[config.mk]
export PLATFORM = sky130hd
export DESIGN_NAME = power_save_clock_manager
export DESIGN_NICKNAME = d
export VERILOG_FILES = /design/src/design/psave_pkg.sv /design/src/design/doze_divider.sv /design/src/design/power_save_clock_manager.sv
export SDC_FILE = /design/constraint.sdc
export NUM_CORES = 1
export LEC_CHECK = 0
export BUFFER_PORTS_ARGS = -buffer_cell sky130_fd_sc_hd__buf_2
export CAP_MARGIN = 20
export CORE_AREA = 2 2 63 65
export DETAILED_ROUTE_END_ITERATION = 7
export DIE_AREA = 0 0 65 67
export GPL_TIMING_DRIVEN = 0
export HOLD_SLACK_MARGIN = 0.05
export PLACE_DENSITY = 0.76
export SLEW_MARGIN = 40
export SYNTH_ARGS = -nofsm -noshare
export SYNTH_HDL_FRONTEND = slang
export SYNTH_SLANG_ARGS = --single-unit
[constraint.sdc]
create_clock -name i_mclk -period 2 [get_ports i_mclk]
set_input_delay 0.4 -clock i_mclk [delete_from_list [all_inputs] [get_ports i_mclk]]
set_output_delay 0.4 -clock i_mclk [all_outputs]
set_load 0.02 [all_outputs]
[src/design/psave_pkg.sv]
// Shared constants and types for the power-save clock manager
package psave_pkg;

  localparam int          NUM_MODULES     = 8;
  localparam int          RATIO_W         = 3;
  localparam int          DOZE_CNT_W      = 7;
  localparam logic [2:0]  RATIO_RESET     = 3'h0;
  localparam logic        DOZE_EN_RESET   = 1'h0;
  localparam logic        ROI_RESET       = 1'h0;
  // Clock divider register field positions
  localparam int          ROI_BIT         = 15;
  localparam int          RATIO_MSB       = 14;
  localparam int          RATIO_LSB       = 12;
  localparam int          DOZE_EN_BIT     = 11;
  localparam logic        OPERAND_SLEEP   = 1'h1;
  localparam logic        OPERAND_IDLE    = 1'h0;

  typedef enum logic [1:0] {
    ST_RUN,
    ST_ENTER,
    ST_SLEEP,
    ST_IDLE
  } power_state_t;

endpackage

[src/design/doze_divider.sv]
// CPU clock enable divider for doze operation
`timescale 1ns/10ps
`default_nettype none
module doze_divider
  import psave_pkg::*;
#(
  parameter int CNT_W = DOZE_CNT_W
)
(
  input  wire logic             i_mclk,
  input  wire logic             i_resetn,
  input  wire logic             i_active,
  input  wire logic [2:0]       i_ratio,
  output logic                  o_tick
);

  logic [CNT_W-1:0] count;
  logic [CNT_W-1:0] next_count;
  logic [CNT_W-1:0] limit;

  // Longest ratio needs the counter to reach 127
  if (CNT_W < DOZE_CNT_W)
  begin
    $error("doze_divider: counter too narrow for 1:128");
  end

  // Ratio 2**code: tick when counter reaches 2**code - 1
  always_comb
  begin
    limit      = CNT_W'((1 << i_ratio) - 1);
    next_count = '0;
    o_tick     = 1'b1;
    if (i_active)
    begin
      o_tick = (count == limit);
      if (count < limit)
        next_count = count + CNT_W'(1);
    end
  end

  always_ff @(posedge i_mclk or negedge i_resetn)
  begin
    if (!i_resetn)
      count <= '0;
    else
      count <= next_count;
  end

endmodule
`default_nettype wire

[src/design/power_save_clock_manager.sv]
// Sleep, idle, doze and per-module clock gating control
`timescale 1ns/10ps
`default_nettype none

////////////////////////////////////////////////////////////////////////////////
// Behaviour
// - Sleep operand stops system clock and code; idle halts the CPU and stop-in-idle modules.
// - Sleep shuts the system clock source and its on-chip oscillator.
// - Fail-safe clock monitor is held inactive throughout sleep.
// - Low-power RC clock runs in sleep when watchdog is enabled.
// - Watchdog count cleared before sleep entry completes.
// - System-clocked peripherals off in sleep; change detect may run.
// - Sleep exits on enabled interrupt, any reset, or watchdog time-out.
// - After sleep, the same clock source selection is restored.
// - Idle stops CPU, clears watchdog, keeps system clock running.
// - Low-power RC clock stays on in idle if watchdog or monitor on.
// - Idle exits on enabled interrupt, any reset, or watchdog time-out.
// - Leaving idle re-applies CPU clock at once.
// - Interrupt during power-save instruction deferred until entry, then wakes.
// - Doze divides only CPU clock; peripherals stay full, synchronous.
// - Doze active only while cpu_slowdown_enable bit 11 is set.
// - Ratio field bits 14..12 selects eight ratios, default 1:1.
// - Recover-on-interrupt set returns CPU to full speed on interrupt.
// - Module clock disable gates all clocks; register access blocked.
// - Module enable clear stops function; registers stay accessible.
// - Stop-in-idle bit set halts module during idle; clear keeps running.
// - Ratio code 000 is 1:1, doubling per code to 111 as 1:128.
// - Recover-on-interrupt with interrupt clears slowdown enable bit.
module power_save_clock_manager
  import psave_pkg::*;
#(
  parameter int NMOD = NUM_MODULES
)
(
  input  wire logic             i_mclk,
  input  wire logic             i_resetn,
  // Core request and wake sources
  input  wire logic             i_power_save_instruction,
  input  wire logic             i_power_save_operand,
  input  wire logic             i_irq_pending,
  input  wire logic             i_watchdog_timeout,
  input  wire logic             i_watchdog_enable,
  input  wire logic             i_fail_safe_enable,
  input  wire logic [2:0]       i_clock_source,
  // Clock divider register write port
  input  wire logic             i_clock_divider_reg_write,
  input  wire logic [15:0]      i_clock_divider_reg_wdata,
  output logic [15:0]           o_clock_divider_reg,
  // Per-module controls
  input  wire logic [NMOD-1:0]  i_module_enable,
  input  wire logic [NMOD-1:0]  i_module_clock_disable,
  input  wire logic [NMOD-1:0]  i_module_stop_in_idle,
  input  wire logic [NMOD-1:0]  i_module_ext_clock,
  // Clock enables and status
  output logic                  o_cpu_clock_en,
  output logic                  o_sys_clock_en,
  output logic                  o_osc_enable,
  output logic                  o_low_power_rc_clock_en,
  output logic                  o_fail_safe_active,
  output logic                  o_watchdog_clear,
  output logic [2:0]            o_wake_clock_source,
  output logic [NMOD-1:0]       o_module_clock_en,
  output logic [NMOD-1:0]       o_module_reg_access,
  output logic [NMOD-1:0]       o_module_function_en,
  output logic                  o_in_sleep,
  output logic                  o_in_idle,
  output logic                  o_wake_event
);

  ////////////////////////////////////////////////////////////////////////////////
  // Elaboration checks
  // Gating vectors wider than one word are not served
  if (NMOD < 1 || NMOD > 32)
  begin
    $error("power_save_clock_manager: NMOD out of range");
  end
  // The ratio field must match the width that the divider decodes
  if (RATIO_MSB - RATIO_LSB + 1 != RATIO_W)
  begin
    $error("power_save_clock_manager: ratio field width mismatch");
  end
  // Recover and enable bits must sit outside the ratio field
  if (ROI_BIT <= RATIO_MSB || DOZE_EN_BIT >= RATIO_LSB)
  begin
    $error("power_save_clock_manager: divider fields overlap");
  end
  // The divider counter must reach the longest ratio
  if (DOZE_CNT_W < (1 << RATIO_W) - 1)
  begin
    $error("power_save_clock_manager: doze counter too narrow");
  end

  ////////////////////////////////////////////////////////////////////////////////
  // Power-save sequencer state
  power_state_t state;
  power_state_t next_state;
  logic         operand;
  logic         next_operand;
  logic         held_irq;
  logic         next_held_irq;
  logic [2:0]   saved_source;
  logic [2:0]   next_saved_source;
  logic         wdt_clear;
  logic         next_wdt_clear;
  logic         wake;
  logic         next_wake;

  // Wake condition shared by sleep and idle
  function automatic logic wake_cause(input logic irq, input logic wdt);
    return irq | wdt;
  endfunction

  always_comb
  begin
    next_state        = state;
    next_operand      = operand;
    next_held_irq     = 1'b0;
    next_saved_source = saved_source;
    next_wdt_clear    = 1'b0;
    next_wake         = 1'b0;
    case (state)
      ST_RUN:
      begin
        if (i_power_save_instruction)
        begin
          next_state        = ST_ENTER;
          next_operand      = i_power_save_operand;
          next_saved_source = i_clock_source;
          next_wdt_clear    = i_watchdog_enable;
          // interrupt at the strobe edge is kept
          next_held_irq     = wake_cause(i_irq_pending, i_watchdog_timeout);
        end
      end
      ST_ENTER:
      begin
        // One-cycle entry lets the watchdog clear land before sleep
        // interrupt held off
        next_held_irq = held_irq
                        || wake_cause(i_irq_pending, i_watchdog_timeout);
        if (operand == OPERAND_SLEEP)
          next_state = ST_SLEEP;
        else
          next_state = ST_IDLE;
      end
      ST_SLEEP, ST_IDLE:
      begin
        if (held_irq || wake_cause(i_irq_pending, i_watchdog_timeout))
        begin
          next_state = ST_RUN;
          next_wake  = 1'b1;
        end
      end
      default:
        next_state = ST_RUN;
    endcase
  end

  // Any device reset arrives through i_resetn and ends sleep or idle
  always_ff @(posedge i_mclk or negedge i_resetn)
  begin
    if (!i_resetn)
    begin
      state        <= ST_RUN;
      operand      <= OPERAND_IDLE;
      held_irq     <= 1'b0;
      saved_source <= 3'h0;
      wdt_clear    <= 1'b0;
      wake         <= 1'b0;
    end
    else
    begin
      state        <= next_state;
      operand      <= next_operand;
      held_irq     <= next_held_irq;
      saved_source <= next_saved_source;
      wdt_clear    <= next_wdt_clear;
      wake         <= next_wake;
    end
  end

  ////////////////////////////////////////////////////////////////////////////////
  // Clock divider register: recover, ratio and slowdown enable
  logic       recover_on_interrupt;
  logic       next_roi;
  logic [2:0] ratio;
  logic [2:0] next_ratio;
  logic       doze_en;
  logic       next_doze_en;

  // Readback packing; unused bits of the register read zero
  function automatic logic [15:0] pack_divider(
    input logic       recover,
    input logic [2:0] code,
    input logic       enable
  );
    logic [15:0] word;
    word                      = 16'h0000;
    word[ROI_BIT]             = recover;
    word[RATIO_MSB:RATIO_LSB] = code;
    word[DOZE_EN_BIT]         = enable;
    return word;
  endfunction

  always_comb
  begin
    next_roi     = recover_on_interrupt;
    next_ratio   = ratio;
    next_doze_en = doze_en;
    if (i_clock_divider_reg_write)
    begin
      next_roi     = i_clock_divider_reg_wdata[ROI_BIT];
      next_ratio   = i_clock_divider_reg_wdata[RATIO_MSB:RATIO_LSB];
      next_doze_en = i_clock_divider_reg_wdata[DOZE_EN_BIT];
    end
    // A same-cycle write cannot re-arm slowdown while recovering
    // hardware clear wins
    if (recover_on_interrupt && i_irq_pending)
      next_doze_en = 1'b0;
  end

  always_ff @(posedge i_mclk or negedge i_resetn)
  begin
    if (!i_resetn)
    begin
      recover_on_interrupt     <= ROI_RESET;
      ratio   <= RATIO_RESET;
      doze_en <= DOZE_EN_RESET;
    end
    else
    begin
      recover_on_interrupt     <= next_roi;
      ratio   <= next_ratio;
      doze_en <= next_doze_en;
    end
  end

  always_comb
  begin
    o_clock_divider_reg = pack_divider(recover_on_interrupt, ratio, doze_en);
  end

  ////////////////////////////////////////////////////////////////////////////////
  // Doze divider: system clock untouched, CPU gets every 2**ratio-th edge
  logic doze_tick;

  doze_divider #(
    .CNT_W    (DOZE_CNT_W)
  ) u_doze (
    .i_mclk   (i_mclk),
    .i_resetn (i_resetn),
    .i_active (doze_en),
    .i_ratio  (ratio),
    .o_tick   (doze_tick)
  );

  ////////////////////////////////////////////////////////////////////////////////
  // Clock enables and module gating
  logic sleeping;
  logic idling;

  assign sleeping = (state == ST_SLEEP);
  assign idling   = (state == ST_IDLE);

  // CPU runs only in RUN, and then only on doze ticks
  function automatic logic cpu_clock_on(
    input power_state_t st,
    input logic         tick
  );
    logic halted;
    halted = (st == ST_ENTER) || (st == ST_SLEEP) || (st == ST_IDLE);
    return !halted && tick;
  endfunction

  // Sleep keeps the RC clock only for the watchdog; monitor is off then
  function automatic logic rc_clock_needed(
    input logic in_sleep,
    input logic wdt_on,
    input logic monitor_on
  );
    if (in_sleep)
      return wdt_on;
    return wdt_on || monitor_on;
  endfunction

  // Per-module clock: gated first, then trimmed by sleep and idle
  function automatic logic module_clock_on(
    input logic clock_disable,
    input logic ext_clock,
    input logic stop_in_idle,
    input logic in_sleep,
    input logic in_idle
  );
    logic clk_on;
    clk_on = !clock_disable;
    if (in_sleep && !ext_clock)
      clk_on = 1'b0;
    if (in_idle && stop_in_idle)
      clk_on = 1'b0;
    return clk_on;
  endfunction

  always_comb
  begin
    o_cpu_clock_en = cpu_clock_on(state, doze_tick);
    o_sys_clock_en = !sleeping;
    o_osc_enable   = !sleeping;
    o_fail_safe_active = i_fail_safe_enable && !sleeping;
    o_low_power_rc_clock_en = rc_clock_needed(sleeping, i_watchdog_enable,
                                              i_fail_safe_enable);
    o_watchdog_clear = wdt_clear;
    o_wake_clock_source = saved_source;
    o_in_sleep   = sleeping;
    o_in_idle    = idling;
    o_wake_event = wake;
    for (int m = 0; m < NMOD; m++)
    begin
      o_module_clock_en[m] = module_clock_on(i_module_clock_disable[m],
                                             i_module_ext_clock[m],
                                             i_module_stop_in_idle[m],
                                             sleeping, idling);
      o_module_reg_access[m] = !i_module_clock_disable[m];
      o_module_function_en[m] = i_module_enable[m]
                                && o_module_clock_en[m];
    end
  end

endmodule
`default_nettype wire

After elaboration in Yosys (flattened, before gate mapping)
Cells that the tools add are included.
Operators by class
  add/sub/neg operators: 2
  $mul: 0
  div/mod/pow operators: 0
  order comparisons: 1
  eq/ne operators: 6
  shifts and indexed selects: 1
  multiplexer cells: 34
  bitwise logic cells: 1
  reduce and logical (&&, ||, !) cells: 54
Operators with widths (count)
  2-to-1 mux 1 bit: 28
  logical AND 1 bit: 27
  logical NOT 1 bit: 18
  2-to-1 mux 7 bit: 2
  adder 7 x 1 -> 7 bit, second input constant: 1
  equality test 7 bit: 1
  < comparator 7 bit: 1
  left shift 1 x 3 -> 7 bit, first input constant: 1
  subtractor 7 x 2 -> 7 bit, second input constant: 1
  one-hot mux 2 bit (3 select lines): 1
  equality test 2 bit, second input constant: 2
  logical OR 1 bit: 4
  2-to-1 mux 2 bit: 2
  != test 2 bit, second input constant: 2
  AND reduction 2 bit: 2
  equality test 2 x 1 -> 1 bit, second input constant: 1
  logical NOT 2 bit: 1
  one-hot mux 1 bit (2 select lines): 1
  nonzero test 2 bit: 1
  OR reduction 2 bit: 1
  bitwise OR 1 bit: 1
Word-level totals
  flip-flop bits (word level): 21
  latch bits: 0
  RAM bits: 0
  memory bits (read-only): 0
  input bits: 60
  word-level logic and storage cells: 109
  memories kept: 0

Depth between registers and ports, before layout
Gate-level depths: netlist of run 1.
  depth after elaboration: 5
  mapped depth: 5

Cells and area by module
Synthesis of run 1 repeated with hierarchy kept, for this count alone.
Unflattened totals
  cell total of the unflattened synthesis: 162
  area, all modules: 1586.5 sq um
By module, submodules not included
  power_save_clock_manager: instances 1, cells each 109, area an instance 1087.3 sq um, seq. area each 350.3 sq um
  doze_divider: instances 1, cells each 53, area an instance 499.2 sq um, seq. area each 175.2 sq um

Least setup slack after synthesis of run 1
No wires, ideal clock.
  path kind: register to output
  start: reg ratio[1]
  end: out o_cpu_clock_en
  arrival: 1.529 ns
  required time: 1.600 ns
  slack: 0.071 ns
  stages on the path, launching flop included: 6
  cells stage by stage: dfrtp_1 > or3_1 > ha_1 > nand3_1 > o21ai_0 > and2_1
On the way
  longest elaborated chain between the ends: 5
Ends and longest elaborated chain
  start: declaration: line power_save_clock_manager.sv:185  | logic [2:0] ratio;
  start signal: assignment: line power_save_clock_manager.sv:232  | ratio <= next_ratio;
  left shift 1 x 3 -> 7 bit: line doze_divider.sv:30  | limit = CNT_W'((1 << i_ratio) - 1);
  subtractor 7 x 2 -> 7 bit: line doze_divider.sv:30
  equality test 7 bit: line doze_divider.sv:35  | o_tick = (count == limit);
  2-to-1 mux 1 bit: line doze_divider.sv:33  | if (i_active)
  logical AND 1 bit: line power_save_clock_manager.sv:271  | return !halted && tick;
  end: declaration: line power_save_clock_manager.sv:55  | output logic o_cpu_clock_en,
No other way between the ends.

Final worst setup path of run 1
Ends and elaborated chain as after synthesis.

==> results of run 1 <==
[final timing paths]
path / startpoint / to / slack (ps) / depth (start not counted)
setup / recovery: ratio[1] / o_cpu_clock_en / -170 / 6
hold / removal: i_resetn / u_doze.count[4] / 100 / 1
setup reg to reg: ratio[1] / u_doze.count[3] / 140 / 5
hold reg to reg: recover_on_interrupt / doze_en / 470 / 1
max in group asynchronous: i_resetn / ratio[1] / 1550 / 1
min in group i_mclk: i_clock_divider_reg_wdata[14] / ratio[2] / 340 / 3
[metrics by stage]
| stage | setup slack (ps) | hold WS [ps] | area (um2) | std cells | setup TNS (ps) |
|---|---|---|---|---|---|
| 2_1_floorplan | 71.0 | 104 | 1440 | 164 | 0 |
| 3_3_place_gp | -16.8 | 386 | 1940 | 300 | -16.8 |
| 3_5_place_dp | 7.44 | 387 | 1940 | 300 | 0 |
| 4_1_cts | -183 | 107 | 2020 | 307 | -183 |
| 5_1_grt | -279 | 115 | 2050 | 307 | -307 |
| 6_report | -171 | 95.8 | 2050 | 307 | -171 |
[per-layer routing]
metal  wire length, um  track usage (%)
met5                 0                0
met4                34             5.05
met3               169             3.55
met2              1840             27.3
met1              1630             22.9
[final cells by class]
| cell class | instances | area share, % |
|---|---|---|
| plain buffers | 18 | 6.15 |
| clock buffers | 4 | 2.19 |
| inverters | 13 | 2.38 |
| multi-input cells | 112 | 37.7 |
| flip-flops and latches | 21 | 25.7 |
| well taps | 48 | 2.93 |
| repair buffers | 91 | 23.0 |
[power by group]
part	total [mW]	switching, mW	internal, mW	leakage (nW)
Sequential	0.590	0.0662	0.524	0.264
Combinational	1.03	0.606	0.426	0.819
Clock	0.273	0.131	0.142	0.0228
Total	1.90	0.804	1.09	1.11
[sequential cells by signal, indices dropped and copies added (netlist names)]
register / flops
recover_on_interrupt: 1
u_doze.count: 7
doze_en: 1
ratio: 3
state: 2
operand: 1
o_wake_clock_source: 3
held_irq: 1
o_wake_event: 1
o_watchdog_clear: 1
[critical path: cells and delay by family (launching register included)]
kind                     cells  cell delay [ps]
adder cells (fa/ha/maj)      1              280
AND/OR/NAND/NOR              3              570
flip-flops                   1              430
buffers and inverters        1              120
AO/OA/AOI/OAI                1              110
[timing repair]
action / in CTS / in global routing
pin swaps: 1 / 1
setup buffers: 3 / 0
cloned: 0 / 0
resized for setup: 5 / 10
endpoints found under the setup margin: 1 / 13
[cell usage in the layout (no fill, tap or decap), drive strengths merged]
cell type and n:
buf 107, dfrtp 21, nand2b 17, inv 13, and2 11, conb 11, ha 8, o21ai 8
a31oi 8, mux2 7, nand2 7, a21oi 6, clkbuf 6, nand3 5, nor3 4, or3 3
nor2 3, xor2 2, a211oi 2, o2111ai 1, nand3b 1, nand4 1, xnor2 1, nor3b 1
o31ai 1, or2 1, o31a 1, and3 1, mux2i 1
[logic make-up (layout without fill, tap and decap cells)]
| logic type | count (synthesis) | count (layout) | share of synthesized area, % |
|---|---|---|---|
| compound gates | 27 | 27 | 11.8 |
| fa+ha+maj | 8 | 8 | 7.14 |
| simple gates | 55 | 55 | 22.9 |
| other cells | 1 | 11 | 0.268 |
| flops | 21 | 21 | 37.5 |
| mux | 8 | 8 | 6.34 |
| xor+xnor | 3 | 3 | 1.88 |
| buf+inv | 31 | 126 | 12.2 |
==> results.sh, run 1 <==
export IMPL_period_needed_ps=2170
export IMPL_die_h_um=67
export IMPL_netlist_cell_type_count=34
export IMPL_grt_pass1_vias=1264
export IMPL_cts_max_level=1
export IMPL_ys_flop_type="dfrtp_1"
export IMPL_grt_use_total_pct=17.0
export IMPL_synth_top_cell_area_share_pct=37.5
export IMPL_power_mw=1.90
export IMPL_timing_final_hold_violations=0
export IMPL_synth_edf_count=0
export IMPL_max_clock_freq_ghz=0.461
export IMPL_drtIter0Drc=43
export IMPL_numPortBuffers=88
export IMPL_min_delay_path_class="in -> async"
export IMPL_rows=22
export IMPL_crit_required_ps=1600
export IMPL_multiInputGateArea_um2=773
export IMPL_cp_cell_sequence="or3_1 -> ha_1 -> nand3_1 -> o21ai_1 -> and2_1 -> buf_6"
export IMPL_maxSlewHeadroom_pct=60.3
export IMPL_crit_slowest_cell="dfrtp_2"
export IMPL_cts_tree="built"
export IMPL_drive_gt1_share_pct=50.2
export IMPL_power_density_nw_per_um2=924
export IMPL_diodes=0
export IMPL_vias=1381
export IMPL_clockRootBuffer="clkbuf_8"
export IMPL_drc=0
export IMPL_path_max_fanout=5
export IMPL_ir_drop_v=0.000661
export IMPL_holdBufCountCts=0
export IMPL_start_kind="register"
export IMPL_via_per_inst=4.50
export IMPL_gp_congestion=0.757
export IMPL_cp_end_kind="primary output"
export IMPL_status="finished, violations left"
export IMPL_worst_setup_path_type="reg -> out"
export IMPL_areaGrowthSynthToFinish_pct=46.5
export IMPL_tightest_slew_ps=596
export IMPL_seqCellArea_um2=528
export IMPL_post_route_util_pct=56.9
export IMPL_cts_reportedPaths_clkPinSlew_ps=70
export IMPL_synth_seq_cells=21
export IMPL_initial_core_util_pct=38.9
export IMPL_dp_hpwl_um=2980
export IMPL_chipWidth_um=65
export IMPL_synth_area_leaders="dfrtp_1, nand2b_1, buf_4"
export IMPL_synthArstFlopShare_pct=100
export IMPL_post_route_period_util_pct=109
export IMPL_synth_cells=154
export IMPL_die_area_um2=4360
export IMPL_yosysTopAreaCell="dfrtp_1"
export IMPL_cp_slowest_stage_delay_ps=430
export IMPL_route_antenna_remaining_nets=0
export IMPL_grt_overflow=0
export IMPL_pin_count=112
export IMPL_coreArea_um2=3610
export IMPL_maxCapViolCount=0
export IMPL_synth_commonest_cells="dfrtp_1, nand2b_1, buf_4"
export IMPL_grt_max_degree=22
export IMPL_yosysSeqAreaShare_pct=37.5
export IMPL_setup_viol=1
export IMPL_first_pass_iters=4
export IMPL_cts_max_path_buffers=2
export IMPL_clkSinkCount=21
export IMPL_wl_um=3680
export IMPL_synth_area_um2=1400
export IMPL_setup_ws_ps=-171
export IMPL_grt_pass1_wl_um=5650
export IMPL_grt_setup_unrepaired="yes"
export IMPL_violations="negative setup slack"
export IMPL_slew_violations=0
export IMPL_nFillCells=329
export IMPL_crit_arrival_ps=1770
export IMPL_nets=328
export IMPL_ys_warnings_count=0
export IMPL_power_leakage_nw=1.11
export IMPL_fin_skew_ps=2.18
export IMPL_synth_area_per_cell_um2=9.10
export IMPL_wl_per_cell_um=12.0
export IMPL_numCtsBuffers=3
export IMPL_clk_latency_ps=260
export IMPL_antenna_found_initial=0
export IMPL_synth_most_common_cell="dfrtp_1"
(Power assumes the default switching activity.)
==> inputs of run 2 (changes only) <==
Settings changed: TNS_END_PERCENT set to 20.
==> run 2 against run 1 <==
  * The flow still finishes with violations (negative setup slack)
  * Cell area is 0.91% lower
  * Non-clock buffer count did not move
  * Critical endpoint unchanged
  * Critical path depth stayed put
  * Maximum frequency is essentially flat
  * Sequential power hardly changed
  * Worst setup slack got worse by 1.4 ps
  * Die area stayed put
  * Clock skew hardly changed
==> results.sh, run 2 (synthesis gave the netlist of run 1 again) <==
export IMPL_status="finished, violations left"
export IMPL_violations="negative setup slack"
export IMPL_crit_slowest_cell="dfrtp_2"
export IMPL_post_route_util_pct=56.4
export IMPL_timing_final_hold_violations=0
export IMPL_r2r_start="ratio[0]"
export IMPL_dp_hpwl_um=2980
export IMPL_numCtsBuffers=3
export IMPL_maxSlewHeadroom_pct=57.9
export IMPL_fin_skew_ps=2.08
export IMPL_cp_slowest_stage_delay_ps=430
export IMPL_grt_pass1_vias=1264
export IMPL_first_pass_iters=4
export IMPL_pin_count=112
export IMPL_tightest_slew_ps=631
export IMPL_grt_use_total_pct=17.0
export IMPL_worst_setup_path_type="reg -> out"
export IMPL_grt_max_degree=22
export IMPL_power_leakage_nw=1.10
export IMPL_die_h_um=67
export IMPL_crit_arrival_ps=1770
export IMPL_place_area_um2=1940
export IMPL_diodes=0
export IMPL_max_clock_freq_ghz=0.460
export IMPL_crit_required_ps=1600
export IMPL_nets=328
export IMPL_power_density_nw_per_um2=926
export IMPL_drive_gt1_share_pct=49.0
export IMPL_cts_max_path_buffers=2
export IMPL_chipWidth_um=65
export IMPL_top_register="u_doze.count"
export IMPL_min_delay_path_class="in -> async"
export IMPL_period_needed_ps=2170
export IMPL_p_int_mw=1.09
export IMPL_multiInputGateArea_um2=754
export IMPL_fin_area_um2=2030
export IMPL_start_kind="register"
export IMPL_clockRootBuffer="clkbuf_8"
export IMPL_final_cell_mix="buf_2, dfrtp_1, buf_4"
export IMPL_coreArea_um2=3610
export IMPL_seqPwrFrac_pct=31.3
export IMPL_setup_ws_ps=-173
export IMPL_ir_drop_v=0.000661
export IMPL_setup_viol=1
export IMPL_gp_congestion=0.757
export IMPL_drtIter0Drc=36
export IMPL_antenna_found_initial=0
export IMPL_cts_reportedPaths_clkPinSlew_ps=70
export IMPL_cp_cell_sequence="or3_1 -> ha_1 -> nand3_1 -> o21ai_1 -> and2_1 -> buf_6"
export IMPL_critPathLaunch="ratio[1]"
export IMPL_p_sw_mw=0.797
export IMPL_path_max_fanout=5
export IMPL_clk_latency_ps=260
export IMPL_drc=0
export IMPL_nFillCells=334
export IMPL_grt_overflow=0
export IMPL_cts_tree="built"
export IMPL_switching_share_pct=42.3
export IMPL_rows=22
export IMPL_holdBufCountCts=0
export IMPL_maxCapViolCount=0
export IMPL_seqCellArea_um2=528
export IMPL_wl_um=3670
export IMPL_slew_violations=0
export IMPL_wl_per_cell_um=11.9
export IMPL_post_route_period_util_pct=109
export IMPL_route_antenna_remaining_nets=0
export IMPL_power_frac_comb_pct=54.2
export IMPL_grt_pass1_wl_um=5650
export IMPL_cp_end_kind="primary output"
export IMPL_clkSinkCount=21
export IMPL_numPortBuffers=88
export IMPL_grt_setup_unrepaired="yes"
export IMPL_die_area_um2=4360
export IMPL_vias=1402
export IMPL_largest_reg_flops=7
export IMPL_p_clk_share_pct=14.5
export IMPL_via_per_inst=4.57
export IMPL_areaGrowthSynthToFinish_pct=45.2
export IMPL_mostFrequentLayoutCell="buf_2"
export IMPL_cts_max_level=1
export IMPL_initial_core_util_pct=38.9
-- run 2: cell types whose count changed in the layout (fill, tap and decap cells not counted) --
cell	change
a31oi_1	+2
a31oi_2	-2
o2111ai_1	+1
o2111ai_2	-1
-- run 2: repair_timing --
item	CTS	global route
buffers inserted	3	0
pin swaps	1	0
gates resized for setup	5	7
endpoints found under the setup margin	1	13
-- run 2: routing by layer --
metal  global-route usage [%]  routed length [um]  share of wire, %
met3                     3.55                 219               6.0
met2                     27.3                1820                50
met5                        0                   0                 0
met4                     5.05                  34              0.93
met1                     22.9                1590                43
-- run 2: power groups by stage --
stage	registers (mW)	logic [mW]	clock network (mW)
global route	0.610	1.12	0.301
finish	0.590	1.02	0.273
CTS	0.590	1.01	0.281
detailed placement	0.601	0.979	0
global placement	0.596	0.967	0
floorplan	0.651	0.605	0
-- run 2: final timing paths --
| kind | slack (ps) | endpoint | depth (start not counted) |
|---|---|---|---|
| max | -170 | o_cpu_clock_en | 6 |
| min | 90 | ratio[2] | 1 |
| max reg2reg | 120 | u_doze.count[5] | 6 |
| min reg2reg | 470 | doze_en | 1 |
| max in group asynchronous | 1550 | ratio[1] | 1 |
| min in group i_mclk | 340 | ratio[2] | 3 |
-- run 2: cell type report --
cell class | instances | area share [%]
flip-flops and latches | 21 | 26.0
well taps | 48 | 2.95
inverters | 13 | 2.40
plain buffers | 18 | 6.21
clock buffers | 4 | 2.21
multi-input cells | 112 | 37.1
repair buffers | 91 | 23.2
-- run 2: worst max-delay path, delay by kind of cell, from the launching register on --
| kind | cells | cell delay (ps) |
|---|---|---|
| buffers and inverters | 1 | 120 |
| AO/OA/AOI/OAI | 1 | 110 |
| AND/OR/NAND/NOR | 3 | 570 |
| adder cells (fa/ha/maj) | 1 | 280 |
| flip-flops | 1 | 430 |
-- run 2: per-stage QoR --
| stage | setup slack [ps] | power [mW] | TNS [ps] | hold slack [ps] | std cells |
|---|---|---|---|---|---|
| floorplan | 71.0 | 1.26 | 0 | 104 | 164 |
| global placement | -16.8 | 1.56 | -16.8 | 386 | 300 |
| detailed placement | 7.44 | 1.58 | 0 | 387 | 300 |
| CTS | -183 | 1.88 | -183 | 107 | 307 |
| global route | -279 | 2.03 | -330 | 115 | 307 |
| finish | -173 | 1.88 | -173 | 94.8 | 307 |
==> inputs of run 3 (changes only) <==
Settings changed: BUFFER_PORTS_ARGS -buffer_cell sky130_fd_sc_hd__buf_2 to -buffer_cell sky130_fd_sc_hd__buf_4, CTS_BUF_LIST set to sky130_fd_sc_hd__clkbuf_4 sky130_fd_sc_hd__clkbuf_8.
==> run 3 against run 2 <==
  * The flow still finishes with violations (negative setup slack)
  * Total power is 8.2% higher
  * Largest cell class is now buffers
  * Worst hold slack better by 250 ps
  * Cell area is 13% higher
  * Largest power group unchanged
  * Clock power is 4% higher
  * Worst setup slack worse by 17 ps
  * Sequential share of layout area is 2.9 points lower
==> results.sh, run 3 (synthesis gave the netlist of run 1 again) <==
export IMPL_clockRootBuffer="clkbuf_8"
export IMPL_gp_congestion=0.743
export IMPL_grt_use_total_pct=18.2
export IMPL_initial_core_util_pct=38.9
export IMPL_cts_max_path_buffers=2
export IMPL_grt_overflow=0
export IMPL_status="finished, violations left"
export IMPL_post_route_period_util_pct=110
export IMPL_die_area_um2=4360
export IMPL_cp_end_kind="primary output"
export IMPL_route_antenna_remaining_nets=0
export IMPL_numPortBuffers=88
export IMPL_worst_setup_path_type="reg -> out"
export IMPL_grt_pass1_wl_um=6140
export IMPL_p_sw_mw=0.812
export IMPL_final_cell_mix="buf_4, dfrtp_1, nand2b_1"
export IMPL_cts_tree="built"
export IMPL_cts_max_level=1
export IMPL_power_frac_comb_pct=57.0
export IMPL_p_clk_share_pct=13.9
export IMPL_fin_skew_ps=3.78
export IMPL_wl_per_cell_um=12.9
export IMPL_grt_setup_unrepaired="yes"
export IMPL_finalNonFillerCells=310
export IMPL_coreArea_um2=3610
export IMPL_crit_slowest_cell="dfrtp_2"
export IMPL_path_max_fanout=3
export IMPL_drtIter0Drc=17
export IMPL_setup_ws_ps=-190
export IMPL_crit_arrival_ps=1790
export IMPL_numCtsBuffers=3
export IMPL_maxCapViolCount=0
export IMPL_cp_slowest_stage_delay_ps=430
export IMPL_rows=22
export IMPL_largest_reg_flops=7
export IMPL_first_pass_iters=4
export IMPL_diodes=0
export IMPL_p_int_mw=1.23
export IMPL_drc=0
export IMPL_vias=1400
export IMPL_power_density_nw_per_um2=890
export IMPL_power_leakage_nw=1.19
export IMPL_timing_final_hold_violations=0
export IMPL_clkSinkCount=21
export IMPL_crit_required_ps=1600
export IMPL_clk_latency_ps=260
export IMPL_place_area_um2=2160
export IMPL_grt_pass1_vias=1331
export IMPL_violations="negative setup slack"
export IMPL_slew_violations=0
export IMPL_pin_count=112
export IMPL_via_per_inst=4.52
export IMPL_maxSlewHeadroom_pct=55.4
export IMPL_areaGrowthSynthToFinish_pct=63.6
export IMPL_power_mw=2.04
export IMPL_cp_cell_sequence="or3_4 -> ha_4 -> nand3_2 -> o21ai_1 -> and2_1 -> buf_6"
export IMPL_hold_slack_ps=346
export IMPL_min_delay_path_class="in -> reg"
export IMPL_chipWidth_um=65
export IMPL_cts_reportedPaths_clkPinSlew_ps=70
export IMPL_wl_um=4000
export IMPL_max_clock_freq_ghz=0.457
export IMPL_start_kind="register"
export IMPL_period_needed_ps=2190
export IMPL_antenna_found_initial=0
export IMPL_tightest_slew_ps=669
export IMPL_dp_hpwl_um=3200
export IMPL_ir_drop_v=0.000698
export IMPL_setup_viol=1
export IMPL_switching_share_pct=39.8
export IMPL_placed_cells=300
export IMPL_fin_area_um2=2290
export IMPL_drive_gt1_share_pct=50.4
export IMPL_seqPwrFrac_pct=29.0
export IMPL_nets=331
export IMPL_top_register="u_doze.count"
export IMPL_mostFrequentLayoutCell="buf_4"
export IMPL_grt_max_degree=22
export IMPL_die_h_um=67
## run 3: worst paths after layout
check                                          start               to  slack (ps)  cells after the start
worst max-delay path                        ratio[1]   o_cpu_clock_en        -190                      6
worst min-delay path                   i_irq_pending          doze_en         350                      2
worst max register to register              ratio[0]  u_doze.count[5]          90                      6
worst min register to register  recover_on_interrupt          doze_en         510                      1
max in group asynchronous                   i_resetn         ratio[1]        1210                      2
min in group asynchronous                   i_resetn  u_doze.count[6]         560                      2
## run 3: power by group through the flow
| stage | registers, mW | clock network (mW) | logic [mW] |
|---|---|---|---|
| after floorplan | 0.651 | 0 | 0.605 |
| after global routing | 0.607 | 0.319 | 1.25 |
| after detailed placement | 0.601 | 0 | 1.12 |
| after global placement | 0.599 | 0 | 1.11 |
| final | 0.592 | 0.284 | 1.16 |
| after CTS | 0.591 | 0.292 | 1.15 |
## run 3: cell type report
type                    instances  area, um2
well taps                      48       60.1
inverters                      13       48.8
multi-input cells             112        771
plain buffers                  18        124
repair buffers                 94        712
fillers                       342       1310
flip-flops and latches         21        528
clock buffers                   4       48.8
## run 3: timing repair
action,in CTS,in global routing
endpoints found under the setup margin,1,13
setup buffers,3,2
gates resized for setup,4,6
hold buffers,1,0
pin swaps,1,3
endpoints found under the hold margin,21,0
## run 3: worst max-delay path: cells and delay by family (launching register included)
family                     cells  cell delay [ps]
and+or+nand+nor                3              590
adders and majority gates      1              270
AOI/OAI and AO/OA              1              120
buffers and inverters          1              120
DFF                            1              430
## run 3: through the flow
step | utilization, % | setup slack, ps | setup TNS [ps]
finish | 63.6 | -190 | -190
CTS | 62.3 | -177 | -177
detailed placement | 59.9 | 23.8 | 0
global placement | 59.9 | 17.1 | 0
global route | 63.6 | -260 | -506
floorplan | - | 71.0 | 0
## run 3: layer usage
| metal | wire length, um | global-route usage [%] | vias to the layer above |
|---|---|---|---|
| li1 | - | - | 715 |
| met5 | 0 | 0 | - |
| met1 | 1720 | 24.7 | 638 |
| met3 | 200 | 3.21 | 2 |
| met2 | 2060 | 30.5 | 45 |
| met4 | 19 | 3.19 | 0 |
